[src/hw/tw8_pkg.sv]
/*
  constants for the 8-bit waveform timer: register indices, field positions,
  mode and clock-select codes, prescaler taps and reset values.
  assumes an apb slave with 32-bit data and one aligned word per register.
*/
package tw8_pkg;
  // ************************************************************
  // register indices (byte address = 4 * index)
  // ************************************************************
  localparam logic [9:0] IDX_CTRL_A   = 10'h024;  // output actions and low mode bits
  localparam logic [9:0] IDX_CTRL_B   = 10'h025;  // force strobes, high mode bit, clock select
  localparam logic [9:0] IDX_COUNT    = 10'h026;  // counter
  localparam logic [9:0] IDX_CMP_A    = 10'h027;  // compare a
  localparam logic [9:0] IDX_CMP_B    = 10'h028;  // compare b
  localparam logic [9:0] IDX_IRQ_MASK = 10'h029;  // enables and global enable
  localparam logic [9:0] IDX_FLAGS    = 10'h02a;  // sticky flags, write one to clear
  localparam logic [9:0] IDX_PIN_DIR  = 10'h02b;  // pin direction bits

  // ************************************************************
  // field positions
  // ************************************************************
  localparam int ACT_A_HI = 7;   // control a
  localparam int ACT_A_LO = 6;
  localparam int ACT_B_HI = 5;
  localparam int ACT_B_LO = 4;
  localparam int WGM_LO_HI = 1;
  localparam int FORCE_A  = 7;   // control b
  localparam int FORCE_B  = 6;
  localparam int WGM_HI   = 3;
  localparam int CS_HI    = 2;
  localparam int GIE_BIT  = 7;   // mask register
  localparam int OVF_BIT  = 0;   // flags / mask
  localparam int MA_BIT   = 1;
  localparam int MB_BIT   = 2;
  localparam int DIR_A    = 0;   // pin direction
  localparam int DIR_B    = 1;

  // ************************************************************
  // modes, clock selects, counter limits
  // ************************************************************
  localparam logic [2:0] MODE_NORMAL   = 3'h0;
  localparam logic [2:0] MODE_PC_FF    = 3'h1;
  localparam logic [2:0] MODE_CLR_CMP  = 3'h2;
  localparam logic [2:0] MODE_FAST_FF  = 3'h3;
  localparam logic [2:0] MODE_PC_CMPA  = 3'h5;
  localparam logic [2:0] MODE_FAST_CMP = 3'h7;
  localparam logic [2:0] CS_STOP  = 3'h0;
  localparam logic [2:0] CS_DIV1  = 3'h1;
  localparam logic [2:0] CS_DIV8  = 3'h2;
  localparam logic [2:0] CS_DIV64 = 3'h3;
  localparam logic [2:0] CS_DIV256  = 3'h4;
  localparam logic [2:0] CS_DIV1024 = 3'h5;
  localparam logic [2:0] CS_EXT_FALL = 3'h6;
  localparam logic [2:0] CS_EXT_RISE = 3'h7;
  localparam logic [9:0] TAP_DIV8    = 10'h007;
  localparam logic [9:0] TAP_DIV64   = 10'h03f;
  localparam logic [9:0] TAP_DIV256  = 10'h0ff;
  localparam logic [9:0] TAP_DIV1024 = 10'h3ff;
  localparam logic [7:0] CNT_MAX    = 8'hff;
  localparam logic [7:0] CNT_BOTTOM = 8'h00;
  localparam logic [7:0] REG_RESET  = 8'h00;
endpackage

[src/hw/tw8_timer.sv]
/*
  8-bit timer/counter with two compare channels and waveform outputs,
  reached as an apb slave with zero wait states.
  assumes pclk is the i/o clock (200 MHz) and that ext_count_pin and the
  interrupt acknowledges come from outside and are synchronised here.
*/
// Overview of operation
// - nonzero b action drives pin b when its direction bit is set
// - non-pwm actions: off, toggle, clear, set
// - fast pwm b: non-inverting, inverting, 01 reserved
// - fast pwm compare-equals-top acts at bottom
// - phase pwm: non-inverting clears up, sets down; inverting the reverse
// - phase pwm compare-equals-top acts at top
// - unused control bits read zero
// - mode split across both control registers
// - mode table selects count top
// - compare buffer update point per mode
// - overflow flag point per mode
// - force strobes only in non-pwm modes
// - force applies action immediately
// - force: no flag, no clear, reads zero
// - clock select: stop, prescaler taps
// - external pin edges clock counter
// - counter rw, write blocks next match
// - compare a compared continuously
// - flags clear by ack or write-one
// - interrupt needs enable and global enable
`timescale 1ns/1ps
module tw8_timer
  import tw8_pkg::*;
(
  input  wire logic        pclk,
  input  wire logic        presetn,
  input  wire logic        psel,
  input  wire logic        penable,
  input  wire logic        pwrite,
  input  wire logic [11:0] paddr,
  input  wire logic [31:0] pwdata,
  output logic      [31:0] prdata,
  output logic             pready,
  output logic             pslverr,
  input  wire logic        ext_count_pin,
  input  wire logic        ack_overflow,
  input  wire logic        ack_match_a,
  input  wire logic        ack_match_b,
  output logic             irq_overflow,
  output logic             irq_match_a,
  output logic             irq_match_b,
  output logic             wave_out_a,
  output logic             wave_out_a_oe,
  output logic             wave_out_b,
  output logic             wave_out_b_oe
);
  // ************************************************************
  // state
  // ************************************************************
  typedef struct packed {
    logic [1:0] out_a_action;     // channel a output action
    logic [1:0] out_b_action;     // channel b output action
    logic [1:0] wave_mode_low;    // low mode bits
    logic       wave_mode_high;   // high mode bit
    logic [2:0] clock_source_select;
    logic [7:0] counter_value;
    logic [7:0] cmp_a_buf;        // software copy of compare a
    logic [7:0] cmp_b_buf;
    logic [7:0] cmp_a_act;        // copy the comparator uses
    logic [7:0] cmp_b_act;
    logic [2:0] irq_en;
    logic       gie;
    logic [2:0] flags;            // overflow, match a, match b
    logic [1:0] pin_dir;
    logic       wave_a;
    logic       wave_b;
    logic       count_down;       // phase modes only
    logic       block_match;      // set by counter write
    logic [9:0] presc;
    logic       ext_s1;           // synchroniser stage one
    logic       ext_s2;
    logic       ext_prev;
    logic [2:0] ack_s1;
    logic [2:0] ack_s2;
    logic [2:0] ack_prev;
  } tw8_state_s;

  tw8_state_s s;       // registered state
  tw8_state_s next_s;  // next state

  // ************************************************************
  // output law for one channel
  // ************************************************************
  // shared by both channels; only channel a may toggle in pwm modes
  function automatic logic wave_calc(input logic [1:0] act, input logic pwm_tgl,
                                     input logic fast, input logic phase,
                                     input logic match, input logic special,
                                     input logic wrap, input logic at_top,
                                     input logic down, input logic cur);
    logic v;
    v = cur;
    if (!fast && !phase) begin
      if (match) begin
        unique case (act)
          2'h1:    v = ~cur;   // toggle
          2'h2:    v = 1'b0;   // clear
          2'h3:    v = 1'b1;   // set
          default: v = cur;
        endcase
      end
    end else if (act == 2'h1) begin
      // reserved for b, toggle for a when high mode bit set
      if (pwm_tgl && match) begin
        v = ~cur;
      end
    end else if (act[1]) begin
      if (fast) begin
        if (wrap) begin
          v = ~act[0];               // bottom action
        end else if (match && !special) begin
          v = act[0];                // match action
        end
      end else begin
        if (special) begin
          if (at_top) begin
            v = ~act[0];             // acts at top instead
          end
        end else if (match) begin
          v = down ? ~act[0] : act[0];
        end
      end
    end
    return v;
  endfunction

  // ************************************************************
  // decode and timer clock
  // ************************************************************
  logic [2:0] wave_mode_field;  // full mode
  logic       is_phase;         // phase-correct modes
  logic       is_fast;          // fast pwm modes
  logic       non_pwm;          // normal, clear-on-match, reserved
  logic [7:0] top;              // current top value
  logic       tick;             // timer clock enable
  logic       match_a;          // compare events on tick
  logic       match_b;
  logic       wrap;             // single-slope top reached
  logic       at_top;           // phase turn at top
  logic       at_bot;           // phase turn at bottom
  logic       ovf_set;
  logic       wr_en;            // apb write takes effect
  logic       rd_en;
  logic [9:0] idx;              // register index
  logic       hit;              // mapped address

  assign wave_mode_field = {s.wave_mode_high, s.wave_mode_low};
  assign is_phase = (wave_mode_field == MODE_PC_FF) || (wave_mode_field == MODE_PC_CMPA);
  assign is_fast  = (wave_mode_field == MODE_FAST_FF) || (wave_mode_field == MODE_FAST_CMP);
  assign non_pwm  = !is_phase && !is_fast;
  // compare a as top in clear-on-match, phase and fast variants
  assign top = (wave_mode_field == MODE_CLR_CMP || wave_mode_field == MODE_PC_CMPA ||
                wave_mode_field == MODE_FAST_CMP) ? s.cmp_a_act : CNT_MAX;

  // prescaler taps and synchronised external edges
  always_comb begin
    unique case (s.clock_source_select)
      CS_STOP:     tick = 1'b0;
      CS_DIV1:     tick = 1'b1;
      CS_DIV8:     tick = (s.presc & TAP_DIV8) == TAP_DIV8;
      CS_DIV64:    tick = (s.presc & TAP_DIV64) == TAP_DIV64;
      CS_DIV256:   tick = (s.presc & TAP_DIV256) == TAP_DIV256;
      CS_DIV1024:  tick = s.presc == TAP_DIV1024;
      CS_EXT_FALL: tick = s.ext_prev && !s.ext_s2;
      CS_EXT_RISE: tick = !s.ext_prev && s.ext_s2;
    endcase
  end

  // a counter write removes matches until the next tick
  assign match_a = tick && !s.block_match && (s.counter_value == s.cmp_a_act);
  assign match_b = tick && !s.block_match && (s.counter_value == s.cmp_b_act);
  assign wrap   = tick && !is_phase && (s.counter_value == top);
  assign at_top = tick && is_phase && !s.count_down && (s.counter_value == top);
  assign at_bot = tick && is_phase && s.count_down && (s.counter_value == CNT_BOTTOM);

  // overflow point per mode
  always_comb begin
    if (is_phase) begin
      ovf_set = at_bot;
    end else if (wave_mode_field == MODE_FAST_CMP) begin
      ovf_set = wrap;
    end else begin
      ovf_set = tick && (s.counter_value == CNT_MAX);
    end
  end

  // ************************************************************
  // apb slave: zero wait states, error on unmapped index
  // ************************************************************
  assign idx    = paddr[11:2];
  assign hit    = (idx >= IDX_CTRL_A) && (idx <= IDX_PIN_DIR);
  assign wr_en  = psel && penable && pwrite && hit;
  assign rd_en  = psel && !pwrite && hit;
  assign pready = 1'b1;
  assign pslverr = psel && penable && !hit;

  // read mux; reserved and strobe bits read zero
  always_comb begin
    prdata = 32'h0000_0000;
    if (rd_en) begin
      unique case (idx)
        IDX_CTRL_A:   prdata[7:0] = {s.out_a_action, s.out_b_action, 2'b00, s.wave_mode_low};
        IDX_CTRL_B:   prdata[7:0] = {4'h0, s.wave_mode_high, s.clock_source_select};
        IDX_COUNT:    prdata[7:0] = s.counter_value;
        IDX_CMP_A:    prdata[7:0] = s.cmp_a_buf;
        IDX_CMP_B:    prdata[7:0] = s.cmp_b_buf;
        IDX_IRQ_MASK: prdata[7:0] = {s.gie, 4'h0, s.irq_en};
        IDX_FLAGS:    prdata[7:0] = {5'h00, s.flags};
        IDX_PIN_DIR:  prdata[7:0] = {6'h00, s.pin_dir};
        default:      prdata = 32'h0000_0000;
      endcase
    end
  end

  // ************************************************************
  // next state
  // ************************************************************
  always_comb begin
    logic [2:0] set_f;   // hardware flag sets
    logic [2:0] clr_f;   // acknowledge and write-one clears
    logic       frc;     // force strobe accepted
    set_f = 3'h0;
    clr_f = 3'h0;
    frc = 1'b0;
    next_s = s;
    // input synchronisers; stage one feeds stage two only
    next_s.ext_s1 = ext_count_pin;
    next_s.ext_s2 = s.ext_s1;
    next_s.ext_prev = s.ext_s2;
    next_s.ack_s1 = {ack_match_b, ack_match_a, ack_overflow};
    next_s.ack_s2 = s.ack_s1;
    next_s.ack_prev = s.ack_s2;
    next_s.presc = s.presc + 10'h001;

    // counting sequence
    if (tick) begin
      next_s.block_match = 1'b0;
      if (is_phase) begin
        // up to top, turn, down to bottom, turn
        if (at_top) begin
          next_s.count_down = 1'b1;
          next_s.counter_value = s.counter_value - 8'h01;
        end else if (at_bot) begin
          next_s.count_down = 1'b0;
          next_s.counter_value = s.counter_value + 8'h01;
        end else if (s.count_down) begin
          next_s.counter_value = s.counter_value - 8'h01;
        end else begin
          next_s.counter_value = s.counter_value + 8'h01;
        end
      end else begin
        next_s.count_down = 1'b0;
        next_s.counter_value = wrap ? CNT_BOTTOM : s.counter_value + 8'h01;
      end
    end

    // compare buffer update point
    if (non_pwm) begin
      next_s.cmp_a_act = s.cmp_a_buf;
      next_s.cmp_b_act = s.cmp_b_buf;
    end else if ((is_fast && wrap) || at_top) begin
      next_s.cmp_a_act = s.cmp_a_buf;
      next_s.cmp_b_act = s.cmp_b_buf;
    end

    // waveforms from compare events
    next_s.wave_a = wave_calc(s.out_a_action, s.wave_mode_high, is_fast, is_phase, match_a,
                              (s.cmp_a_act == top) && s.out_a_action[1], wrap, at_top,
                              s.count_down, s.wave_a);
    next_s.wave_b = wave_calc(s.out_b_action, 1'b0, is_fast, is_phase, match_b,
                              (s.cmp_b_act == top) && s.out_b_action[1], wrap, at_top,
                              s.count_down, s.wave_b);
    set_f = {match_b, match_a, ovf_set};

    // register writes
    if (wr_en) begin
      unique case (idx)
        IDX_CTRL_A: begin
          next_s.out_a_action = pwdata[ACT_A_HI:ACT_A_LO];
          next_s.out_b_action = pwdata[ACT_B_HI:ACT_B_LO];
          next_s.wave_mode_low = pwdata[WGM_LO_HI:0];
        end
        IDX_CTRL_B: begin
          next_s.wave_mode_high = pwdata[WGM_HI];
          next_s.clock_source_select = pwdata[CS_HI:0];
          frc = non_pwm; // strobes ignored in pwm
          // forced match: current action, no flag, no clear
          if (frc && pwdata[FORCE_A]) begin
            next_s.wave_a = wave_calc(s.out_a_action, 1'b0, 1'b0, 1'b0, 1'b1, 1'b0,
                                      1'b0, 1'b0, 1'b0, s.wave_a);
          end
          if (frc && pwdata[FORCE_B]) begin
            next_s.wave_b = wave_calc(s.out_b_action, 1'b0, 1'b0, 1'b0, 1'b1, 1'b0,
                                      1'b0, 1'b0, 1'b0, s.wave_b);
          end
        end
        IDX_COUNT: begin
          // write beats the tick and blocks the next match
          next_s.counter_value = pwdata[7:0];
          next_s.block_match = 1'b1;
        end
        IDX_CMP_A:    next_s.cmp_a_buf = pwdata[7:0];
        IDX_CMP_B:    next_s.cmp_b_buf = pwdata[7:0];
        IDX_IRQ_MASK: begin
          next_s.irq_en = pwdata[MB_BIT:OVF_BIT];
          next_s.gie = pwdata[GIE_BIT];
        end
        IDX_FLAGS:    clr_f = pwdata[MB_BIT:OVF_BIT];
        IDX_PIN_DIR:  next_s.pin_dir = pwdata[DIR_B:DIR_A];
        default:      next_s.pin_dir = s.pin_dir;
      endcase
    end

    // sticky flags: acknowledge edge or write one clears, set wins
    clr_f = clr_f | (s.ack_s2 & ~s.ack_prev);
    next_s.flags = (s.flags & ~clr_f) | set_f;
  end

  // ************************************************************
  // state register
  // ************************************************************
  always_ff @(posedge pclk or negedge presetn) begin
    if (!presetn) begin
      s <= '0;
    end else begin
      s <= next_s;
    end
  end

  // ************************************************************
  // outputs
  // ************************************************************
  // pins driven only with direction set by software
  assign wave_out_a = s.wave_a;
  assign wave_out_b = s.wave_b;
  assign wave_out_a_oe = (s.out_a_action != 2'h0) && s.pin_dir[DIR_A];
  assign wave_out_b_oe = (s.out_b_action != 2'h0) && s.pin_dir[DIR_B];
  // request needs flag, own enable and global enable
  assign irq_overflow = s.flags[OVF_BIT] && s.irq_en[OVF_BIT] && s.gie;
  assign irq_match_a  = s.flags[MA_BIT] && s.irq_en[MA_BIT] && s.gie;
  assign irq_match_b  = s.flags[MB_BIT] && s.irq_en[MB_BIT] && s.gie;
endmodule

[config.mk]
export PLATFORM = sky130hd
export DESIGN_NAME = tw8_timer
export DESIGN_NICKNAME = d
export VERILOG_FILES = /design/src/hw/tw8_pkg.sv /design/src/hw/tw8_timer.sv
export SDC_FILE = /design/constraint.sdc
export NUM_CORES = 1
export LEC_CHECK = 0
export BUFFER_PORTS_ARGS = -buffer_cell sky130_fd_sc_hd__buf_2
export CAP_MARGIN = 20
export CORE_UTILIZATION = 45
export CTS_BUF_LIST = sky130_fd_sc_hd__clkbuf_4 sky130_fd_sc_hd__clkbuf_8 sky130_fd_sc_hd__clkbuf_16
export DETAILED_ROUTE_END_ITERATION = 10
export PLACE_DENSITY = 0.66
export SYNTH_ARGS = -nofsm -noshare
export SYNTH_HDL_FRONTEND = slang
export SYNTH_SLANG_ARGS = --single-unit
[constraint.sdc]
create_clock -name pclk -period 3.6 [get_ports pclk]
set_input_delay 0.18 -clock pclk [delete_from_list [all_inputs] [get_ports pclk]]
set_output_delay 0.18 -clock pclk [all_outputs]
set_load 0.02 [all_outputs]
==> impl_table.tex, run 1 <==
\begin{tabular}{lr}
\hline
Metric & Value \\
\hline
\multicolumn{2}{l}{\textbf{Pwr}} \\
\quad Internal power component & 1.55 mW \\
\quad NetSw & 0.639 mW \\
\quad Leakage power & 2.76 nW \\
\quad Fraction of power spent switching nets & 29.2\% \\
\quad Power share of the sequential group & about 47\% \\
\quad Power per cell area & 357 mW/mm\^{}2 \\
\quad Worst VDD drop & 0.310 mV \\
\quad Combinational cell fraction of total power & 10.3\% \\
\quad Relative contribution of the clock network to total power & around 43\% \\
\multicolumn{2}{l}{\textbf{Detailed routing}} \\
\quad Per-cell routed wire length & a little over 20 microns \\
\quad Length of the first detailed-routing pass in iterations & 5 \\
\quad Number of vias per cell after detailed routing & 6.16 \\
\quad Routed Antenna Nets & 0 \\
\quad Final WL & 15.3 mm \\
\quad Number of remaining DRC errors & 0 \\
\quad First-iteration detailed-routing DRC count & about 430 \\
\quad Total number of vias & between 4,000 and 5,000 \\
\multicolumn{2}{l}{\textbf{Synth}} \\
\quad Number of enable-type register cells in the synthesized netlist & 0 \\
\quad Seq cells post-synth & 85 \\
\quad Netlist area before placement & between 0.005 and 0.006 sq mm \\
\quad Share of synthesized registers carrying an async set or reset & 100\% \\
\quad Register area share after synthesis & 38.7\% \\
\quad Synthesis Warnings & 0 \\
\quad Commonest register cell after synthesis & sky130\_fd\_sc\_hd\_\_dfrtp\_1 \\
\quad Synth unique cells & 79 \\
\quad Synth Instances & 559 \\
\quad Average instance area after synthesis & 9.83 sq um \\
\multicolumn{2}{l}{\textbf{Job}} \\
\quad Max\_cap viols & 0 \\
\multicolumn{2}{l}{\textbf{Timing}} \\
\quad Final critical path time including I/O delays and setup & 3.10 ns \\
\quad Final setup skew & 0.00984 ns \\
\quad Total of endpoints with negative setup slack in the final report & 0 \\
\quad Share of the cycle needed by the critical path after routing & 86.2\% \\
\quad Final Hold Violating Endpoints & 0 \\
\quad Number of pins exceeding their max-slew limit in the final report & 0 \\
\quad Setup repair after global routing missed its margin & no \\
\quad Slew at the pin closest to its max-slew limit & $\sim$1 ns \\
\quad Worst hold margin & roughly 0.16 ns \\
\quad FMAX & 322 MHz \\
\quad Setup Total Neg Slack & 0 ns \\
\quad Slew margin rel. & approximately 32\% \\
\multicolumn{2}{l}{\textbf{Worst hold path}} \\
\quad Classification of the worst-slack hold path & in -> reg \\
\quad Endpoint with the worst hold slack & s[70] \\
\quad Worst Hold Path Cells & 3 \\
\quad Worst hold start & pwdata[3] \\
\multicolumn{2}{l}{\textbf{Die}} \\
\quad Die Outline Area & 0.0127 sq mm \\
\quad Number of I/O pins & between 90 and 100 \\
\quad Cell Rows & 39 \\
\quad Floorplan core area & 0.0117 sq mm \\
\quad Starting density of the core & a little under half \\
\quad Height of the chip & 112 microns \\
\quad X dimension of the die & 112 microns \\
\multicolumn{2}{l}{\textbf{Critical path}} \\
\quad Worst setup path class & reg -> reg \\
\quad Worst R2R Path Depth & 8 \\
\quad Sequence of cells on the critical path & nor2b\_1 > a2111oi\_2 > nand4\_1 > nor4b\_1 > mux2i\_1 > a21oi\_1 > a311o\_1 > a41oi\_1 \\
\quad Reg2Reg Setup Slack & 0.50 ns \\
\quad Max stage delay on crit path & 0.61 ns \\
\quad Data arrival at the endpoint of the critical path & 3.36 ns \\
\quad Kind of cell with the highest combined delay on the critical path & compound AO/OA/AOI/OAI gates \\
\quad End of the worst register-to-register path & wave\_out\_a \\
\quad Critical-path cell with the highest stage delay & sky130\_fd\_sc\_hd\_\_nor4b\_1 \\
\quad Levels on crit path & 8 \\
\quad Startpoint types & register \\
\quad Crit path buffers/inverters & 0 \\
\quad Critical-path maximum fanout & 5 \\
\quad Critical path capture point type & register \\
\quad Critical path data required time & 3.86 ns \\
\quad Origin of the critical flop-to-flop path & s[70] \\
\multicolumn{2}{l}{\textbf{Cells and area}} \\
\quad Antenna diodes & 0 \\
\quad Fraction of final layout cells sized beyond drive strength 1 & 24.0\% \\
\quad Net total in the final layout & 660 \\
\quad Area Overhead vs Synth & 11.5\% \\
\quad Fill cell instance count of the final layout & approximately 1,100 \\
\quad Design Area, Final & 0.00613 sq mm \\
\multicolumn{2}{l}{\textbf{Global routing}} \\
\quad Gr usage total & 25.2\% \\
\quad Maximum number of pins on one net before global-route repair & between 50 and 60 \\
\quad Global-route wire length before repair & 24.4 mm \\
\quad Number of antenna violations at the first check in global routing & 0 \\
\quad Total overflow reported by the global router & 0 \\
\quad Number of global-route vias before repair & about 4,500 \\
\multicolumn{2}{l}{\textbf{Placed design}} \\
\quad Total of buffers placed on input and output ports & 42 \\
\quad HPWL Detailed & 10.9 mm \\
\quad Cell Area, Placed & 0.00577 sq mm \\
\quad Final RePlAce weighted congestion & just over 0.9 \\
\multicolumn{2}{l}{\textbf{Clock tree}} \\
\quad Worst skew pair latency & around 0.35 ns \\
\quad Post-cts hold buffer count & 5 \\
\quad Post-CTS clock slew at the launch and capture registers of the worst setup and hold paths & 0.08 ns \\
\quad Clock net sink count & 85 \\
\quad Post-CTS repair timing setup buffer count & 0 \\
\quad Clock tree from TritonCTS & done \\
\quad CTS H-tree depth & 3 \\
\quad Number of buffers created by CTS & 9 \\
\quad Root buffer cell & sky130\_fd\_sc\_hd\_\_clkbuf\_16 \\
\quad Maximum clock path buffer count & 2 \\
\quad Post\_cts resized & 0 \\
\multicolumn{2}{l}{\textbf{Outcome}} \\
\quad Result of the run & finished clean \\
\hline
\end{tabular}
area by class of cell:
class | count | area, sq um | area share [%]
clock buffers | 9 | 225 | 3.68
clock inverters | 7 | 80.1 | 1.31
inverters | 14 | 52.6 | 0.858
multi-input cells | 430 | 3080 | 50.3
flip-flops and latches | 85 | 2130 | 34.7
well taps | 143 | 179 | 2.92
repair buffers | 63 | 383 | 6.25
kinds of logic (layout without fill, tap and decap cells):
family          after synthesis  count (layout)  share of synthesized area (%)
fa+ha+maj                     4               4                          0.911
xor+xnor                     28              28                           4.60
compound gates              119             119                           16.7
other cells                   2              25                          0.137
mux                          61              61                           13.2
flops                        85              85                           38.7
simple gates                193             193                           19.0
buf+inv                      67              93                           6.79
synth_stat cells (all sizes together), types with 10 or more instances:
cell type | instances | share of area, %
clkbuf | 15 | 1.0
nand2 | 41 | 2.8
mux2 | 49 | 11
nor3 | 14 | 1.4
nand3 | 15 | 1.4
nor2 | 41 | 2.8
o21ai | 20 | 1.8
buf | 38 | 4.8
dfrtp | 85 | 39
nand2b | 10 | 1.1
xor2 | 20 | 3.3
and3 | 14 | 1.6
inv | 14 | 0.96
a21oi | 17 | 1.8
nor4 | 12 | 1.6
o211ai | 10 | 1.6
mux2i | 10 | 1.8
routing by layer:
metal | vias to the layer above | GRT usage, % | wire length [microns]
met5 | - | 0 | 0
met4 | 0 | 9.24 | 410
met3 | 34 | 5.08 | 1180
met2 | 213 | 39.8 | 7050
met1 | 2275 | 34.4 | 6650
li1 | 2104 | - | -
registers in the layout, indices dropped and copies added (netlist names):
| name | cells |
|---|---|
| wave_out_b | 1 |
| s | 75 |
| next_s | 8 |
| wave_out_a | 1 |
how the worst max path moves through the flow:
| stage | startpoint | slack (ns) | to |
|---|---|---|---|
| after floorplan | s[67] | 0.87 | s[74] |
| after global routing | s[70] | 0.33 | wave_out_a |
| after detailed placement | s[70] | 0.56 | s[38] |
| final | s[70] | 0.50 | wave_out_a |
| after CTS | s[70] | 0.54 | s[39] |
| after global placement | s[75] | 0.61 | s[50] |
power groups by stage:
stage               Sequential, mW  Combinational, mW  Clock [mW]
finish                        1.02              0.226       0.942
global route                  1.02              0.251       0.995
CTS                           1.02              0.225       0.957
detailed placement            1.04              0.220           0
global placement              1.04              0.215           0
floorplan                     1.01              0.186           0
stage by stage:
stage                     cells  util, %  power, mW  setup slack, ns
after floorplan             582        -       1.19            0.868
after global placement      730     49.5       1.25            0.609
after detailed placement    730     49.5       1.26            0.558
after CTS                   751     52.5       2.20            0.536
after global routing        751     52.5       2.27            0.325
final                       751     52.5       2.19            0.497
cells in the final DEF (no fill, tap or decap), types with 7 or more instances in the layout:
master                      synthesis  routed
sky130_fd_sc_hd__a21oi_1           15      15
sky130_fd_sc_hd__xor2_1            19      19
sky130_fd_sc_hd__o21ai_0           20      20
sky130_fd_sc_hd__nor2_1            41      41
sky130_fd_sc_hd__nand4_1            8       8
sky130_fd_sc_hd__inv_1             14      14
sky130_fd_sc_hd__nor2b_1            9       9
sky130_fd_sc_hd__nand3_1           15      15
sky130_fd_sc_hd__o211ai_1           9       9
sky130_fd_sc_hd__and3_1            14      14
sky130_fd_sc_hd__mux2_4             8       8
sky130_fd_sc_hd__buf_2              6      41
sky130_fd_sc_hd__xnor2_1            8       8
sky130_fd_sc_hd__buf_4             26      17
sky130_fd_sc_hd__clkbuf_16          0       9
sky130_fd_sc_hd__nor3_1            13      13
sky130_fd_sc_hd__dfrtp_1           85      85
sky130_fd_sc_hd__conb_1             2      25
sky130_fd_sc_hd__a22oi_1            7       7
sky130_fd_sc_hd__nand2b_1          10      10
sky130_fd_sc_hd__nor4_1            10      10
sky130_fd_sc_hd__mux2i_1           10      10
sky130_fd_sc_hd__mux2_2            41      41
sky130_fd_sc_hd__nand2_1           41      41
worst register-to-register path, cell delays in order, from the launching register on:
cell and delay [ns]:
sky130_fd_sc_hd__dfrtp_1 0.47, sky130_fd_sc_hd__nor2b_1 0.18, sky130_fd_sc_hd__a2111oi_2 0.55, sky130_fd_sc_hd__nand4_1 0.35, sky130_fd_sc_hd__nor4b_1 0.61, sky130_fd_sc_hd__mux2i_1 0.25
sky130_fd_sc_hd__a21oi_1 0.05, sky130_fd_sc_hd__a311o_1 0.33, sky130_fd_sc_hd__a41oi_1 0.22
Power figures use the tool's default switching activity.
==> run 2, diff against run 1 <==
--- a/config.mk
+++ b/config.mk
@@ -7,6 +7,7 @@
 export LEC_CHECK = 0
 export BUFFER_PORTS_ARGS = -buffer_cell sky130_fd_sc_hd__buf_2
 export CAP_MARGIN = 20
+export CORE_ASPECT_RATIO = 0.75
 export CORE_UTILIZATION = 45
 export CTS_BUF_LIST = sky130_fd_sc_hd__clkbuf_4 sky130_fd_sc_hd__clkbuf_8 sky130_fd_sc_hd__clkbuf_16
 export DETAILED_ROUTE_END_ITERATION = 10
==> constraint.sdc (replaced) <==
create_clock -name pclk -period 3.6 [get_ports pclk]
set_input_delay 0.36 -clock pclk [delete_from_list [all_inputs] [get_ports pclk]]
set_output_delay 0.36 -clock pclk [all_outputs]
set_load 0.02 [all_outputs]
==> run 2 against run 1 <==
Fmax grew 0.33%. Highest routed layer unchanged. Final cell count grew 3.1%. Worst hold slack lost 0.045 ns. Final area grew 0.80%. Register-to-register slack is essentially flat. Sequential cell count is the same. Wire length grew 0.71%. Largest power group unchanged.
==> impl_table.tex, run 2 (synthesized netlist as in run 1, its figures left out) <==
\begin{tabular}{lr}
\hline
Metric & Value \\
\hline
\multicolumn{2}{l}{\textbf{Placed design}} \\
\quad Total of buffers placed on input and output ports & 42 (unchanged) \\
\quad Final RePlAce weighted congestion & 0.939 (was 0.915) \\
\quad Post-place setup slack & 0.585 ns (was 0.558 ns) \\
\quad HPWL Detailed & 11.2 mm (was 10.9 mm) \\
\quad Cell Count Post-Placement & 756 (was 730) \\
\multicolumn{2}{l}{\textbf{Cells and area}} \\
\quad Net total in the final layout & 664 (was 660) \\
\quad Most used cells in the layout excluding fill and tap cells & sky130\_fd\_sc\_hd\_\_dfrtp\_1 (85), sky130\_fd\_sc\_hd\_\_nand2\_1 (41), sky130\_fd\_sc\_hd\_\_nor2\_1 (41), sky130\_fd\_sc\_hd\_\_mux2\_2 (41), sky130\_fd\_sc\_hd\_\_buf\_2 (41) (unchanged) \\
\quad Flip-flop count of the largest register, all copies and words added & 75 (unchanged) \\
\quad Number of standard cells in the layout, taps in and fillers out & 774 (was 751) \\
\quad Area Overhead vs Synth & 12.4\% (was 11.5\%) \\
\quad Fraction of final layout cells sized beyond drive strength 1 & 25.2\% (was 24.0\%) \\
\quad Register containing the most flip-flops in the final layout & s (unchanged) \\
\quad Commonest non-fill, non-tap cell in the layout & sky130\_fd\_sc\_hd\_\_dfrtp\_1 (unchanged) \\
\quad Antenna diodes & 0 (unchanged) \\
\quad Fill cell instance count of the final layout & 1,090 (was 1,060) \\
\multicolumn{2}{l}{\textbf{Critical path}} \\
\quad Max stage delay on crit path & 0.54 ns (was 0.61 ns) \\
\quad Worst setup path class & reg -> reg (unchanged) \\
\quad Origin of the critical flop-to-flop path & s[68] (was s[70]) \\
\quad Sequence of cells on the critical path & inv\_1 > ha\_1 > nand2b\_1 > or4\_4 > nor4\_2 > or3b\_1 > o21a\_1 > o221a\_2 > o311ai\_1 (was nor2b\_1 > a2111oi\_2 > nand4\_1 > nor4b\_1 > mux2i\_1 > a21oi\_1 > a311o\_1 > a41oi\_1) \\
\quad Worst R2R Path Depth & 9 (was 8) \\
\quad Critical path capture point type & register (unchanged) \\
\quad Startpoint types & register (unchanged) \\
\quad Critical-path cell with the highest stage delay & sky130\_fd\_sc\_hd\_\_or3b\_1 (was sky130\_fd\_sc\_hd\_\_nor4b\_1) \\
\quad Data arrival at the endpoint of the critical path & 3.32 ns (was 3.36 ns) \\
\quad Critical path data required time & 3.83 ns (was 3.86 ns) \\
\quad Startpoint of the most critical setup path & s[68] (was s[70]) \\
\quad Critical-path maximum fanout & 9 (was 5) \\
\multicolumn{2}{l}{\textbf{Clock tree}} \\
\quad Clock net sink count & 85 (unchanged) \\
\quad Root buffer cell & sky130\_fd\_sc\_hd\_\_clkbuf\_16 (unchanged) \\
\quad Post-CTS clock slew at the launch and capture registers of the worst setup and hold paths & 0.07 ns (was 0.08 ns) \\
\quad CTS H-tree depth & 3 (unchanged) \\
\quad Number of buffers created by CTS & 9 (unchanged) \\
\quad Clock tree from TritonCTS & done (unchanged) \\
\quad Maximum clock path buffer count & 2 (unchanged) \\
\quad Worst skew pair latency & 0.35 ns (about the same) \\
\multicolumn{2}{l}{\textbf{Global routing}} \\
\quad Number of antenna violations at the first check in global routing & 0 (unchanged) \\
\quad Gr usage total & 25.6\% (was 25.2\%) \\
\quad Number of global-route vias before repair & 4,424 (was 4,501) \\
\quad Maximum number of pins on one net before global-route repair & 86 (was 54) \\
\quad Total overflow reported by the global router & 0 (unchanged) \\
\quad Global-route wire length before repair & 24.3 mm (was 24.4 mm) \\
\multicolumn{2}{l}{\textbf{Detailed routing}} \\
\quad Routed Antenna Nets & 0 (unchanged) \\
\quad Number of vias per cell after detailed routing & 6.11 (was 6.16) \\
\quad Total number of vias & 4,731 (was 4,626) \\
\quad First-iteration detailed-routing DRC count & 391 (was 428) \\
\quad Number of remaining DRC errors & 0 (unchanged) \\
\quad Length of the first detailed-routing pass in iterations & 5 (unchanged) \\
\quad Per-cell routed wire length & 19.9 microns (was 20.4 microns) \\
\quad Final WL & 15.4 mm (was 15.3 mm) \\
\multicolumn{2}{l}{\textbf{Timing}} \\
\quad Final critical path time including I/O delays and setup & 3.09 ns (was 3.10 ns) \\
\quad Share of the cycle needed by the critical path after routing & 85.9\% (was 86.2\%) \\
\quad FMAX & 323 MHz (was 322 MHz) \\
\quad Slew at the pin closest to its max-slew limit & 0.752 ns (was 1.01 ns) \\
\quad Setup Total Neg Slack & 0 ns (unchanged) \\
\quad Final Hold Violating Endpoints & 0 (unchanged) \\
\quad Setup repair after global routing missed its margin & no (unchanged) \\
\quad Worst-case setup margin in the final layout & 0.507 ns (was 0.497 ns) \\
\quad Slew margin rel. & 49.4\% (was 32.3\%) \\
\quad Worst hold margin & 0.116 ns (was 0.161 ns) \\
\quad Total of endpoints with negative setup slack in the final report & 0 (unchanged) \\
\quad Number of pins exceeding their max-slew limit in the final report & 0 (unchanged) \\
\quad Final setup skew & 0.00831 ns (was 0.00984 ns) \\
\multicolumn{2}{l}{\textbf{Pwr}} \\
\quad Worst VDD drop & 0.237 mV (was 0.310 mV) \\
\quad Leakage power & 2.79 nW (was 2.76 nW) \\
\quad Power per cell area & 352 mW/mm\^{}2 (was 357 mW/mm\^{}2) \\
\multicolumn{2}{l}{\textbf{Worst hold path}} \\
\quad Worst Hold Path Cells & 1 (was 3) \\
\quad Classification of the worst-slack hold path & in -> reg (unchanged) \\
\quad Worst hold start & ack\_match\_a (was pwdata[3]) \\
\multicolumn{2}{l}{\textbf{Die}} \\
\quad Die Outline Area & 0.0127 sq mm (about the same) \\
\quad Cell Rows & 34 (was 39) \\
\quad Number of I/O pins & 94 (unchanged) \\
\quad Floorplan core area & 0.0117 sq mm (about the same) \\
\quad Height of the chip & 97.7 microns (was 112 microns) \\
\quad X dimension of the die & 130 microns (was 112 microns) \\
\quad Starting density of the core & 46.8\% (was 47.1\%) \\
\multicolumn{2}{l}{\textbf{Job}} \\
\quad Max\_cap viols & 0 (unchanged) \\
\multicolumn{2}{l}{\textbf{Outcome}} \\
\quad Result of the run & finished clean (unchanged) \\
\hline
\end{tabular}
-- run 2: cell types whose count changed in the layout (fill, tap and decap cells not counted) --
cell	before	now
sky130_fd_sc_hd__buf_4	17	24
sky130_fd_sc_hd__clkinv_2	0	1
sky130_fd_sc_hd__clkinvlp_4	1	0
sky130_fd_sc_hd__inv_6	1	3
sky130_fd_sc_hd__clkbuf_8	0	1
sky130_fd_sc_hd__buf_16	0	1
sky130_fd_sc_hd__inv_8	2	1
sky130_fd_sc_hd__dlygate4sd3_1	5	1
sky130_fd_sc_hd__clkinv_8	2	0
-- run 2: critical path: cells and delay by family, from the launching register on --
family / cells / cell delay (ns)
simple gates: 4 / 1.39
compound gates: 3 / 0.74
flops: 1 / 0.46
fa+ha+maj: 1 / 0.22
buf+inv: 1 / 0.17
-- run 2: layer usage --
layer / global-route usage [%] / up-vias / part of all wire [%]
li1: - / 2122 / -
met1: 38.4 / 2347 / 47
met2: 36.6 / 239 / 43
met3: 5.07 / 23 / 7.8
met4: 8.05 / 0 / 1.6
met5: 0 / - / 0
-- run 2: cell type report --
class,count,area (sq um),area share (%)
Clock inverter,6,51.3,0.831
Tap cell,162,203,3.28
Sequential cell,85,2130,34.4
Timing Repair Buffer,67,423,6.85
Inverter,14,52.6,0.851
Multi-Input combinational cell,430,3080,49.9
Clock buffer,10,239,3.87
-- run 2: final timing paths --
kind                             endpoint  slack [ns]
worst min register to register  next_s[9]        0.35
worst max register to register      s[69]        0.51
worst min-delay path            next_s[4]        0.12
min in group asynchronous       next_s[5]        0.40
worst max-delay path                s[69]        0.51
max in group asynchronous           s[47]        2.60
-- run 2: what timing repair did --
item / in CTS / in global routing
hold endpoints to repair: 0 / 13
gates resized for setup: 0 / 0
buffers inserted: 0 / 0
endpoints found under the setup margin: 0 / 0
hold buffers: 0 / 1
-- run 2: power by group --
| part | total, mW | switching, mW | internal, mW |
|---|---|---|---|
| Clock | 0.914 | 0.415 | 0.499 |
| Sequential | 1.00 | 0.0288 | 0.976 |
| Combinational | 0.255 | 0.167 | 0.0877 |
-- run 2: through the flow --
stage / power [mW] / cell area, sq um / util (%)
detailed placement: 1.27 / 5850 / 49.8
global route: 2.25 / 6170 / 52.6
finish: 2.17 / 6170 / 52.6
CTS: 2.18 / 6140 / 52.3
global placement: 1.26 / 5850 / 49.8
floorplan: 1.19 / 5580 / -
==> run 3, diff against run 2 <==
--- a/config.mk
+++ b/config.mk
@@ -12,6 +12,7 @@
 export CTS_BUF_LIST = sky130_fd_sc_hd__clkbuf_4 sky130_fd_sc_hd__clkbuf_8 sky130_fd_sc_hd__clkbuf_16
 export DETAILED_ROUTE_END_ITERATION = 10
 export PLACE_DENSITY = 0.66
+export REMOVE_ABC_BUFFERS = 1
 export SYNTH_ARGS = -nofsm -noshare
 export SYNTH_HDL_FRONTEND = slang
 export SYNTH_SLANG_ARGS = --single-unit
==> constraint.sdc (replaced) <==
create_clock -name pclk -period 3.6 [get_ports pclk]
set_input_delay 0.36 -clock pclk [delete_from_list [all_inputs] [get_ports pclk]]
set_output_delay 0.36 -clock pclk [all_outputs]
set_load 0.1 [all_outputs]
==> run 3 against run 2 <==
Clock skew fell by 0.0013 ns. Critical path type unchanged. Largest cell class unchanged. Combinational power is 38% higher. Final area is essentially flat. Sequential share of layout area about the same. Core utilization hardly changed. Sequential cell count is the same. Highest routed layer is now met5. Setup slack worse by 0.079 ns. Die area did not move. Critical path depth shrank 1. First-iteration DRC count rose by 20%. Clock-buffer cell count increased by 1. Fmax is 2.5% lower.
==> impl_table.tex, run 3 (synthesized netlist as in run 1, its figures left out) <==
\begin{tabular}{lr}
\hline
Metric & Value \\
\hline
\multicolumn{2}{l}{\textbf{Cells and area}} \\
\quad Fraction of final layout cells sized beyond drive strength 1 & 25.2\% (unchanged) \\
\quad Most used cells in the layout excluding fill and tap cells & sky130\_fd\_sc\_hd\_\_dfrtp\_1 (85), sky130\_fd\_sc\_hd\_\_nand2\_1 (41), sky130\_fd\_sc\_hd\_\_nor2\_1 (41), sky130\_fd\_sc\_hd\_\_mux2\_2 (41), sky130\_fd\_sc\_hd\_\_buf\_2 (41) (unchanged) \\
\quad Number of standard cells in the layout, taps in and fillers out & 774 (unchanged) \\
\quad Flip-flop count of the largest register, all copies and words added & 75 (unchanged) \\
\quad Net total in the final layout & 664 (unchanged) \\
\quad Area Overhead vs Synth & 12.4\% (about the same) \\
\quad Commonest non-fill, non-tap cell in the layout & sky130\_fd\_sc\_hd\_\_dfrtp\_1 (unchanged) \\
\quad Antenna diodes & 0 (unchanged) \\
\quad Register containing the most flip-flops in the final layout & s (unchanged) \\
\multicolumn{2}{l}{\textbf{Clock tree}} \\
\quad Post-CTS clock slew at the launch and capture registers of the worst setup and hold paths & 0.06 ns (was 0.07 ns) \\
\quad Clock net sink count & 85 (unchanged) \\
\quad Root buffer cell & sky130\_fd\_sc\_hd\_\_clkbuf\_16 (unchanged) \\
\quad Maximum clock path buffer count & 2 (unchanged) \\
\quad Number of buffers created by CTS & 9 (unchanged) \\
\quad Clock tree from TritonCTS & done (unchanged) \\
\quad Worst skew pair latency & 0.35 ns (about the same) \\
\quad Post\_cts resized & 0 (unchanged) \\
\quad CTS H-tree depth & 3 (unchanged) \\
\multicolumn{2}{l}{\textbf{Pwr}} \\
\quad Worst VDD drop & 0.248 mV (was 0.237 mV) \\
\quad Power per cell area & 367 mW/mm\^{}2 (was 352 mW/mm\^{}2) \\
\quad Power share of the sequential group & 44.3\% (was 46.2\%) \\
\quad Combinational cell fraction of total power & 15.6\% (was 11.7\%) \\
\quad Internal power component & 1.57 mW (was 1.56 mW) \\
\quad Leakage power & 2.79 nW (about the same) \\
\quad Power, Total & 2.26 mW (was 2.17 mW) \\
\quad Fraction of power spent switching nets & 30.8\% (was 28.1\%) \\
\quad NetSw & 0.698 mW (was 0.611 mW) \\
\quad Relative contribution of the clock network to total power & 40.1\% (was 42.1\%) \\
\multicolumn{2}{l}{\textbf{Detailed routing}} \\
\quad First-iteration detailed-routing DRC count & 470 (was 391) \\
\quad Total number of vias & 4,724 (was 4,731) \\
\quad Per-cell routed wire length & 20.5 microns (was 19.9 microns) \\
\quad Length of the first detailed-routing pass in iterations & 6 (was 5) \\
\quad Routed Antenna Nets & 0 (unchanged) \\
\quad Number of remaining DRC errors & 0 (unchanged) \\
\quad Final WL & 15.8 mm (was 15.4 mm) \\
\quad Number of vias per cell after detailed routing & 6.10 (was 6.11) \\
\multicolumn{2}{l}{\textbf{Timing}} \\
\quad Final setup skew & 0.00706 ns (was 0.00831 ns) \\
\quad Setup repair after global routing missed its margin & no (unchanged) \\
\quad Setup Total Neg Slack & 0 ns (unchanged) \\
\quad Total of endpoints with negative setup slack in the final report & 0 (unchanged) \\
\quad Worst hold margin & 0.122 ns (was 0.116 ns) \\
\quad Number of pins exceeding their max-slew limit in the final report & 0 (unchanged) \\
\quad Slew margin rel. & 54.6\% (was 49.4\%) \\
\quad Worst-case setup margin in the final layout & 0.428 ns (was 0.507 ns) \\
\quad Slew at the pin closest to its max-slew limit & 0.681 ns (was 0.752 ns) \\
\quad Final Hold Violating Endpoints & 0 (unchanged) \\
\quad Final critical path time including I/O delays and setup & 3.17 ns (was 3.09 ns) \\
\quad Share of the cycle needed by the critical path after routing & 88.1\% (was 85.9\%) \\
\quad FMAX & 315 MHz (was 323 MHz) \\
\multicolumn{2}{l}{\textbf{Die}} \\
\quad X dimension of the die & 130 microns (unchanged) \\
\quad Starting density of the core & 46.8\% (unchanged) \\
\quad Die Outline Area & 0.0127 sq mm (unchanged) \\
\quad Cell Rows & 34 (unchanged) \\
\quad Height of the chip & 97.7 microns (unchanged) \\
\quad Floorplan core area & 0.0117 sq mm (unchanged) \\
\quad Number of I/O pins & 94 (unchanged) \\
\multicolumn{2}{l}{\textbf{Global routing}} \\
\quad Global-route wire length before repair & 25.3 mm (was 24.3 mm) \\
\quad Gr usage total & 26.6\% (was 25.6\%) \\
\quad Number of global-route vias before repair & 4,495 (was 4,424) \\
\quad Number of antenna violations at the first check in global routing & 1 (was 0) \\
\quad Total overflow reported by the global router & 0 (unchanged) \\
\quad Maximum number of pins on one net before global-route repair & 86 (unchanged) \\
\multicolumn{2}{l}{\textbf{Placed design}} \\
\quad HPWL Detailed & 11.4 mm (was 11.2 mm) \\
\quad Final RePlAce weighted congestion & 0.969 (was 0.939) \\
\quad Post-place setup slack & 0.492 ns (was 0.585 ns) \\
\quad Cell Count Post-Placement & 756 (unchanged) \\
\quad Total of buffers placed on input and output ports & 42 (unchanged) \\
\multicolumn{2}{l}{\textbf{Outcome}} \\
\quad Result of the run & finished clean (unchanged) \\
\multicolumn{2}{l}{\textbf{Critical path}} \\
\quad Crit path buffers/inverters & 1 (unchanged) \\
\quad Max stage delay on crit path & 0.57 ns (was 0.54 ns) \\
\quad Critical path data required time & 3.83 ns (about the same) \\
\quad Critical-path cell with the highest stage delay & sky130\_fd\_sc\_hd\_\_dfrtp\_1 (was sky130\_fd\_sc\_hd\_\_or3b\_1) \\
\quad Data arrival at the endpoint of the critical path & 3.40 ns (was 3.32 ns) \\
\quad Library cell appearing most often on the critical path & sky130\_fd\_sc\_hd\_\_nor2\_1 \\
\quad Startpoint types & register (unchanged) \\
\quad Kind of cell with the highest combined delay on the critical path & simple AND/OR/NAND/NOR gates (unchanged) \\
\quad Critical-path maximum fanout & 17 (was 9) \\
\quad Sequence of cells on the critical path & nor3b\_1 > nor2\_1 > nor2\_1 > o211ai\_4 > or3\_4 > a21oi\_4 > buf\_4 > mux2\_2 (was inv\_1 > ha\_1 > nand2b\_1 > or4\_4 > nor4\_2 > or3b\_1 > o21a\_1 > o221a\_2 > o311ai\_1) \\
\quad Worst setup path class & reg -> reg (unchanged) \\
\quad Critical path capture point type & register (unchanged) \\
\multicolumn{2}{l}{\textbf{Worst hold path}} \\
\quad Classification of the worst-slack hold path & in -> reg (unchanged) \\
\multicolumn{2}{l}{\textbf{Job}} \\
\quad Max\_cap viols & 0 (unchanged) \\
\hline
\end{tabular}
run 3: cell count changes in the layout (fill, tap and decap cells not counted), sizes merged:
cell | before | now
clkinvlp | 0 | 1
inv | 18 | 17
clkbuf | 10 | 11
clkinv | 2 | 1
run 3: area by class of cell:
type / instances / area, sq um
multi-input combinational: 430 / 3080
inverter: 14 / 52.6
fill: 1092 / 5570
clock buffer: 11 / 246
timing repair buffer: 67 / 423
clock inverter: 5 / 41.3
sequential: 85 / 2130
tap: 162 / 203
run 3: per-stage QoR:
stage	util, %	instance area, sq um
after CTS	52.2	6130
after floorplan	-	5260
final	52.6	6170
after global routing	52.6	6170
after global placement	49.8	5850
after detailed placement	49.8	5850
run 3: final timing paths:
path                                    start          to  slack, ns  cells after the start
worst max register to register          s[80]       s[42]       0.43                      8
worst min-delay path            ext_count_pin  next_s[10]       0.12                      1
min in group asynchronous             presetn       s[23]       0.42                      2
worst min register to register     next_s[10]   next_s[9]       0.35                      0
worst max-delay path                    s[80]       s[42]       0.43                      8
max in group asynchronous             presetn       s[62]       2.55                      3
run 3: what timing repair did:
action / 4_1_cts / 5_1_grt
setup buffers: 0 / 0
hold buffers: 0 / 1
endpoints found under the setup margin: 0 / 0
endpoints found under the hold margin: 0 / 16
run 3: per-layer routing:
layer / GRT usage, % / wire length [microns] / up-vias
li1: - / - / 2111
met1: 40.8 / 7390 / 2331
met2: 37.5 / 6680 / 255
met3: 6.00 / 1520 / 25
met4: 6.17 / 235 / 2
met5: 0 / 12 / -
run 3: power by group through the flow:
stage	Sequential, mW	Combinational, mW	Clock [mW]
final	1.00	0.353	0.908
after global routing	1.01	0.378	0.975
after CTS	1.00	0.345	0.923
after detailed placement	1.02	0.344	0
after global placement	1.02	0.336	0
after floorplan	1.02	0.233	0
